==> config.mk <==
export PLATFORM = sky130hd
export DESIGN_NAME = ocqt_tracker
export DESIGN_NICKNAME = d
export VERILOG_FILES = /design/src/ocqt_pkg.sv /design/src/ocqt_pending.sv /design/src/ocqt_tracker.sv
export SDC_FILE = /design/constraint.sdc
export NUM_CORES = 1
export LEC_CHECK = 0
export ABC_AREA = 0
export BUFFER_PORTS_ARGS = -buffer_cell sky130_fd_sc_hd__buf_2
export CAP_MARGIN = 20
export CORE_MARGIN = 2
export CORE_UTILIZATION = 46
export CTS_CLUSTER_SIZE = 24
export DETAILED_ROUTE_END_ITERATION = 7
export MAX_ROUTING_LAYER = met4
export PLACE_DENSITY = 0.85
export SYNTH_ARGS = -nofsm -noshare
export SYNTH_HDL_FRONTEND = slang
export SYNTH_SLANG_ARGS = --single-unit
==> constraint.sdc <==
create_clock -name mclk -period 1.6 [get_ports mclk]
set_input_delay 0.16 -clock mclk [delete_from_list [all_inputs] [get_ports mclk]]
set_output_delay 0.16 -clock mclk [all_outputs]
set_load 0.02 [all_outputs]
==> src/ocqt_pkg.sv <==
// package: constants, states and carriers for the operation-complete query tracker
package ocqt_pkg;
	// register offsets
	localparam logic [3:0] OCQT_REG_CTRL = 4'h0;
	localparam logic [3:0] OCQT_REG_STATUS = 4'h1;
	localparam logic [3:0] OCQT_REG_IRQ_STAT = 4'h2;
	localparam logic [3:0] OCQT_REG_IRQ_MASK = 4'h3;
	localparam logic [3:0] OCQT_REG_REPLY = 4'h4;
	// control field positions
	localparam int OCQT_CTRL_CONT_BIT = 0;
	// status byte position of message available
	localparam int OCQT_MAV_BIT = 4;
	// interrupt status bit positions
	localparam int OCQT_IRQ_REPLY_BIT = 0;
	localparam int OCQT_IRQ_LOCK_BIT = 1;
	// reset values
	localparam logic [7:0] OCQT_CTRL_RESET = 8'h00;
	localparam logic [1:0] OCQT_MASK_RESET = 2'h0;
	// reply character
	localparam logic [7:0] OCQT_ASCII_ONE = 8'h31;

	typedef enum logic [1:0] {
		OCQT_QUERY_IDLE_STATE = 2'b01,
		OCQT_QUERY_ACTIVE_STATE = 2'b10
	} ocqt_state_t;

	// command strobes from the parser, one cycle each
	typedef struct packed {
		logic query;
		logic clear_status;
		logic reset_cmd;
		logic device_clear;
		logic initiate;
		logic cont_on;
		logic cont_off;
		logic trigger;
		logic abort;
	} ocqt_cmd_t;

	// trigger model status, same clock
	typedef struct packed {
		logic model_idle;
		logic action_done;
		logic source_wait;
	} ocqt_trig_t;

	// register port
	typedef struct packed {
		logic [3:0] addr;
		logic [7:0] wdata;
		logic wr;
		logic rd;
	} ocqt_bus_t;
endpackage

==> src/ocqt_pending.sv <==
// pending overlapped operation tracker producing the no-operation-pending flag
module ocqt_pending
	import ocqt_pkg::*;
(
	input wire logic mclk,
	input wire logic reset,
	input wire logic cancel,
	input wire ocqt_cmd_t cmd,
	input wire ocqt_trig_t trig,
	input wire logic cont_enable,
	output logic no_op_pending
);
	logic init_pend;
	logic trig_pend;
	logic next_init_pend;
	logic next_trig_pend;
	logic init_start;
	logic trig_done;

	// initiate pending until the model is idle; abort completes it
	assign init_start = cmd.initiate | cmd.cont_on;
	assign next_init_pend = init_start ? 1'b1 : ((trig.model_idle | cmd.abort) ? 1'b0 : init_pend);
	// trigger finished at device action or a wait at a control source
	assign trig_done = trig.action_done | trig.source_wait;
	assign next_trig_pend = cmd.trigger ? 1'b1 : (trig_done ? 1'b0 : trig_pend);
	// flag true only when nothing of the three overlapped kinds is outstanding
	assign no_op_pending = ~init_pend & ~trig_pend;

	// pending state, cleared by power-up or cancel
	always_ff @(posedge mclk) begin
		if (reset | cancel) begin
			init_pend <= 1'b0;
			trig_pend <= 1'b0;
		end else begin
			init_pend <= next_init_pend;
			trig_pend <= next_trig_pend;
		end
	end

	a_cancel_clears: assert property (@(posedge mclk) disable iff (reset)
		cancel |=> no_op_pending) else $error("cancel left an operation pending");
	a_init_holds: assert property (@(posedge mclk) disable iff (reset)
		(init_start & ~cancel) |=> !no_op_pending) else $error("initiate not counted");
	a_trig_holds: assert property (@(posedge mclk) disable iff (reset)
		(cmd.trigger & ~cancel) |=> !no_op_pending) else $error("trigger not counted");
	// continuous flag is unused; abort completes the initiate in continuous mode too, and no re-entry is tracked
	logic unused_cont;
	assign unused_cont = cont_enable;
endmodule // ocqt_pending

==> src/ocqt_tracker.sv <==
// top: operation-complete query tracker with output queue, status byte and register port

//////////////////////////////////////////////////////////////////////////////
// Function
// - Power-up, clear-status and reset put the tracker in the idle query state with nothing pending.
// - Only initiate, continuous-initiate-on and trigger count as overlapped operations.
// - Executing the query always moves the tracker to the active query state.
// - In the active state the no-operation-pending flag is checked every cycle.
// - When the flag is true in the active state a one is queued, message available sets, and idle returns.
// - With nothing pending the reply is queued at once after the query.
// - Initiate operations stay pending until the trigger model is idle.
// - A trigger finishes on device action done or a wait at a control source.
// - Abort completes the initiate; continuous mode is ignored and nothing re-enters the trigger model.
// - While a query waits, no further commands except device clear are accepted.
// - A device clear releases the lock and commands are accepted again.
// - When addressed to talk the queued one is sent to the controller.
// - Message available shows at bit four of the status byte.
// - The reset command cancels a reply still owed to an earlier query.
module ocqt_tracker
	import ocqt_pkg::*;
(
	input wire logic mclk,
	input wire logic reset,
	input wire ocqt_cmd_t cmd,
	input wire ocqt_trig_t trig,
	input wire logic talk,
	input wire ocqt_bus_t bus,
	output logic [7:0] rdata,
	output logic cmd_ready,
	output logic talk_valid,
	output logic [7:0] talk_data,
	output logic [7:0] status_byte,
	output logic irq
);
	//////////////////////////////////////////////////////////////////////////
	// state and storage
	ocqt_state_t state;
	ocqt_state_t next_state;
	logic queue_full;
	logic next_queue_full;
	logic [7:0] queue_data;
	logic [7:0] ctrl;
	logic [1:0] irq_stat;
	logic [1:0] irq_mask;
	logic [1:0] next_irq_stat;
	logic [7:0] rdata_q;
	logic [7:0] talk_q;
	logic talk_v;
	logic no_op_pending;
	logic cancel;
	logic query_go;
	logic reply_push;
	logic talk_pop;
	logic locked;
	ocqt_cmd_t cmd_ok;

	//////////////////////////////////////////////////////////////////////////
	// command gating: lock while waiting, device clear always passes
	assign locked = (state == OCQT_QUERY_ACTIVE_STATE);
	assign cmd_ready = ~locked;
	always_comb begin
		cmd_ok = cmd;
		if (locked) begin
			cmd_ok = '0;
			cmd_ok.device_clear = cmd.device_clear;
		end
	end
	assign cancel = cmd_ok.clear_status | cmd_ok.reset_cmd | cmd_ok.device_clear;
	assign query_go = cmd_ok.query & ~cancel;

	ocqt_pending u_pending (
		.mclk(mclk),
		.reset(reset),
		.cancel(cancel),
		.cmd(cmd_ok),
		.trig(trig),
		.cont_enable(ctrl[OCQT_CTRL_CONT_BIT]),
		.no_op_pending(no_op_pending)
	);

	//////////////////////////////////////////////////////////////////////////
	// query state machine
	assign reply_push = (state == OCQT_QUERY_ACTIVE_STATE) & no_op_pending & ~cancel;
	always_comb begin
		next_state = state;
		unique case (state)
			OCQT_QUERY_IDLE_STATE: begin
				if (query_go) begin
					next_state = OCQT_QUERY_ACTIVE_STATE;
				end
			end
			OCQT_QUERY_ACTIVE_STATE: begin
				if (cancel | reply_push) begin
					next_state = OCQT_QUERY_IDLE_STATE;
				end
			end
			default: next_state = OCQT_QUERY_IDLE_STATE;
		endcase
	end
	always_ff @(posedge mclk) begin
		if (reset) begin
			state <= OCQT_QUERY_IDLE_STATE;
		end else begin
			state <= next_state;
		end
	end

	//////////////////////////////////////////////////////////////////////////
	// output queue of one entry; reset command drops an owed reply
	assign talk_pop = talk & queue_full & ~talk_v;
	assign next_queue_full = reply_push ? 1'b1 : ((talk_pop | cmd_ok.reset_cmd | cmd_ok.device_clear) ? 1'b0 : queue_full);
	always_ff @(posedge mclk) begin
		if (reset) begin
			queue_full <= 1'b0;
			queue_data <= 8'h00;
		end else begin
			queue_full <= next_queue_full;
			if (reply_push) begin
				queue_data <= OCQT_ASCII_ONE;
			end
		end
	end

	// talk transfer: one cycle pulse carrying the queued byte
	always_ff @(posedge mclk) begin
		if (reset) begin
			talk_v <= 1'b0;
			talk_q <= 8'h00;
		end else begin
			talk_v <= talk_pop;
			if (talk_pop) begin
				talk_q <= queue_data;
			end
		end
	end
	assign talk_valid = talk_v;
	assign talk_data = talk_q;

	// status byte with message available at its bit
	always_comb begin
		status_byte = 8'h00;
		status_byte[OCQT_MAV_BIT] = queue_full;
	end

	//////////////////////////////////////////////////////////////////////////
	// interrupt status: set wins over write-one-clear
	assign next_irq_stat = (irq_stat & ~((bus.wr && bus.addr == OCQT_REG_IRQ_STAT) ? bus.wdata[1:0] : 2'h0))
		| {locked & cmd.query, reply_push};
	always_ff @(posedge mclk) begin
		if (reset) begin
			irq_stat <= 2'h0;
		end else begin
			irq_stat <= next_irq_stat;
		end
	end
	assign irq = |(irq_stat & irq_mask);

	//////////////////////////////////////////////////////////////////////////
	// register writes
	always_ff @(posedge mclk) begin
		if (reset) begin
			ctrl <= OCQT_CTRL_RESET;
			irq_mask <= OCQT_MASK_RESET;
		end else if (bus.wr) begin
			if (bus.addr == OCQT_REG_CTRL) begin
				ctrl <= bus.wdata;
			end
			if (bus.addr == OCQT_REG_IRQ_MASK) begin
				irq_mask <= bus.wdata[1:0];
			end
		end
	end

	// register read mux, data one cycle after the strobe
	logic [7:0] rd_mux;
	assign rd_mux = (bus.addr == OCQT_REG_CTRL) ? ctrl :
		(bus.addr == OCQT_REG_STATUS) ? {status_byte[7:3], locked, no_op_pending, queue_full} :
		(bus.addr == OCQT_REG_IRQ_STAT) ? {6'h00, irq_stat} :
		(bus.addr == OCQT_REG_IRQ_MASK) ? {6'h00, irq_mask} :
		(bus.addr == OCQT_REG_REPLY) ? queue_data : 8'h00;
	always_ff @(posedge mclk) begin
		if (reset) begin
			rdata_q <= 8'h00;
		end else begin
			rdata_q <= bus.rd ? rd_mux : 8'h00;
		end
	end
	assign rdata = rdata_q;

	//////////////////////////////////////////////////////////////////////////
	// assertions
	a_query_active: assert property (@(posedge mclk) disable iff (reset)
		(query_go && state == OCQT_QUERY_IDLE_STATE) |=> state == OCQT_QUERY_ACTIVE_STATE)
		else $error("query did not enter active state");
	a_reply_idle: assert property (@(posedge mclk) disable iff (reset)
		reply_push |=> (state == OCQT_QUERY_IDLE_STATE && queue_full && queue_data == OCQT_ASCII_ONE))
		else $error("reply not queued");
	a_immediate_reply: assert property (@(posedge mclk) disable iff (reset)
		(query_go && state == OCQT_QUERY_IDLE_STATE && no_op_pending && !cmd.initiate && !cmd.cont_on
		&& !cmd.trigger) |=> ##1 queue_full)
		else $error("idle query reply late");
	a_wait_pending: assert property (@(posedge mclk) disable iff (reset)
		(locked && !no_op_pending && !cancel) |=> locked)
		else $error("left active while pending");
	a_lock_cmds: assert property (@(posedge mclk) disable iff (reset)
		locked |-> (!cmd_ready && !cmd_ok.query && !cmd_ok.initiate))
		else $error("command accepted while locked");
	a_dcl_unlock: assert property (@(posedge mclk) disable iff (reset)
		cmd.device_clear |=> (cmd_ready && !queue_full))
		else $error("device clear did not unlock");
	a_talk_one: assert property (@(posedge mclk) disable iff (reset)
		talk_pop |=> (talk_valid && talk_data == OCQT_ASCII_ONE && !queue_full))
		else $error("talk did not send reply");
	a_mav_bit: assert property (@(posedge mclk) disable iff (reset)
		status_byte[OCQT_MAV_BIT] == queue_full && status_byte[3:0] == 4'h0)
		else $error("message available bit wrong");
	a_rst_cancel: assert property (@(posedge mclk) disable iff (reset)
		(cmd_ok.reset_cmd && !reply_push) |=> (!queue_full && state == OCQT_QUERY_IDLE_STATE))
		else $error("reset left reply owed");
	c_immediate: cover property (@(posedge mclk) disable iff (reset) query_go ##1 reply_push);
	c_waited: cover property (@(posedge mclk) disable iff (reset) locked [*3] ##1 reply_push);
	c_dcl: cover property (@(posedge mclk) disable iff (reset) locked ##1 cmd.device_clear);
	c_talk: cover property (@(posedge mclk) disable iff (reset) reply_push ##[1:20] talk_valid);
endmodule // ocqt_tracker

==> results.cfg <==
[grt]
grt_use_total = 0.158
grt_util_met2 = 0.256
grt.met1_usage = 0.189
grt_pass1_wl_mm = 3.84
overflow = 0
use_met3 = 0.0507
antenna_found_initial = 0
grt_pass1_vias = 919
grt-busiest-layer = met2
grt_max_degree = 19

[synth]
synth-edff-count = 0
ys_types = 33
synth_top_area_share = 0.437
synth-async-reset-ratio = 0
syn_area_per_cell_um2 = 9.28
synthXorXnorAreaFrac = 0
synth_top_family_by_area = simple AND/OR/NAND/NOR gates
yosys-top-cells-area = dfxtp_1 44%, mux2i_1 9.4%, buf_4 9.4%, nor2_1 6.2%, nor3_1 2.7%
synth_simple_gate_area_frac = 0.217
yosys-top-cells-count = 28 x dfxtp_1, 21 x nor2_1, 16 x buf_4
syn_inst = 138
syn_area_mm2 = 0.00128
synth-seq-cells = 28
synth_top_cell_by_area = dfxtp_1
ys_seq_area_frac = 0.437
synth_most_common_cell = dfxtp_1
synth_fa_ha_area_frac = 0
synth_compound_area_frac = 0.0908
synth.yosys.warnings = 0
synth.area.mux_share = 0.120
synth_ff_type = dfxtp_1

[floorplan]
die_area_mm2 = 0.00322
ios = 56
initial_core_util = 0.473
row_count = 19
die_h_um = 56.8
die_x_um = 56.8
coreArea_mm2 = 0.00271

[setup_path]
start_kind = flip-flop
cp.arrival_ns = 1.24
cpMaxStageDelayCell = dfxtp_1
crit_fanout = 7
path_class = reg -> out
cpPeakStageDelay_ns = 0.36
required_ns = 1.44
cp-end-kind = output port
cp_cell_sequence = nor2b_2 > inv_1 > buf_2

[drt]
wire_per_inst_um = 11.6
drt-pass1-iter-count = 4
antenna_left = 0
vias = 1024
first_iter_violations = 14
via_per_inst = 4.95
drc = 0
drt-total-wl_mm = 2.40

[placed_design]
gp_congestion = 0.773
dp_hpwl_mm = 1.85
portBuffers = 42
placed_area_mm2 = 0.00143
dp_slack_ns = 0.166

[hold_path]
worstHoldPathType = in -> reg

[cells_and_area]
fin_area_mm2 = 0.00148
num_antenna_cells = 0
nets = 206
synthToLayoutAreaGrowth_pct = 15.8
final_core_utilization = 0.548
drive_gt1_frac = 0.301

[sta]
fin_worst_skew_ns = 0.00448
rsz0062_at_grt = no
setup_viol = 0
period_minus_slack_ns = 1.40
fin_ws_ns = 0.195
finalHoldViolations = 0
max_freq_ghz = 0.712
period_share = 0.878
fin_setup_tns_ns = 0
final_max_slew_viol_count = 0

[run]
maxCapViolCount = 0

[pwr]
leakage_nw = 0.733
power_mw = 1.28
power_density_mw_per_mm2 = 866
peakVddDrop_mv = 0.734

[clock_tree]
cts_setup_buffers = 0
clock_path_buffers = 2
cts_sinks = 28
root_buffer = clkbuf_4
cts.clk_slew.worst_paths_ns = 0.14
htreeDepth = 1
cts_made_buffers = 3
insertion_delay_ns = 0.32
postCtsHoldBufs = 0
cts_tree = yes

[run_status]
status = finished clean
sequential cells by signal (all words and copies together), names as in the netlist:
name / count
ctrl: 8
rdata: 8
irq_mask: 2
irq_stat: 2
state: 2
queue_data: 1
queue_full: 1
talk_data: 1
talk_valid: 1
u_pending.init_pend: 1
u_pending.trig_pend: 1
layer usage:
metal | wire [µm] | part of all wire | vias to the layer above
li1 | - | - | 526
met1 | 1090 | 0.46 | 465
met2 | 1130 | 0.47 | 29
met3 | 144 | 0.060 | 4
met4 | 29 | 0.012 | 0
met5 | 0 | 0 | -
critical path: cells and delay by family (launching register included):
kind / cells / cell delay (ns)
flops: 1 / 0.36
buf+inv: 2 / 0.34
simple gates: 1 / 0.22
cell families (layout without fill, tap and decap cells):
kind of cell           after synthesis  after routing
multiplexers                        14             14
other                                1             12
buffers and inverters               25             52
AND/OR/NAND/NOR                     53             53
flip-flops                          28             28
AO/OA/AOI/OAI                       17             17
where the power goes:
part,internal [mW],leakage (nW),switching [mW]
Clock,0.253,0.0279,0.197
Combinational,0.0478,0.480,0.0796
Sequential,0.703,0.226,0.00284
path summary, 6_finish.rpt:
kind                                  from                     to  slack [ns]  cells past startpoint
setup / recovery     state[1]$_SDFFE_PP0P_              cmd_ready        0.20                      3
setup reg to reg  irq_mask[0]$_SDFFE_PP0P_    rdata[0]$_SDFF_PP0_        0.24                      4
hold / removal                      cmd[5]  state[1]$_SDFFE_PP0P_        0.02                      2
hold reg to reg       ctrl[6]$_SDFFE_PP0P_    rdata[6]$_SDFF_PP0_        0.48                      1
layout by cell type, fill, tap and decap left out, drive strengths merged, types with 2 or more instances in the layout:
cell type / instances
a32oi: 2
conb: 12
clkbuf: 3
a21oi: 5
nand2b: 4
nand2: 3
o21ai: 5
nor3: 7
buf: 43
nor3b: 2
nand4: 2
inv: 5
nor2: 22
dfxtp: 28
and2: 3
nor2b: 2
mux2i: 12
nand3: 2
nand3b: 3
final cells by class:
type	count	area, µm²
Multi-Input combinational cell	96	596
Fill cell	271	1230
Tap cell	31	38.8
Clock inverter	1	30.0
Timing Repair Buffer	43	218
Inverter	5	18.8
Sequential cell	28	561
Clock buffer	3	22.5
stage by stage:
stage	instances	hold WS, ns
floorplan	149	0.238
global placement	203	0.375
detailed placement	203	0.375
CTS	207	0.0186
global route	207	0.0103
finish	207	0.0233
repair_timing:
action,in CTS,in global routing
gates resized for setup,0,1
endpoints found under the hold margin,0,0
endpoints found under the setup margin,0,1
No activity file was read; power rests on OpenSTA's default activity.
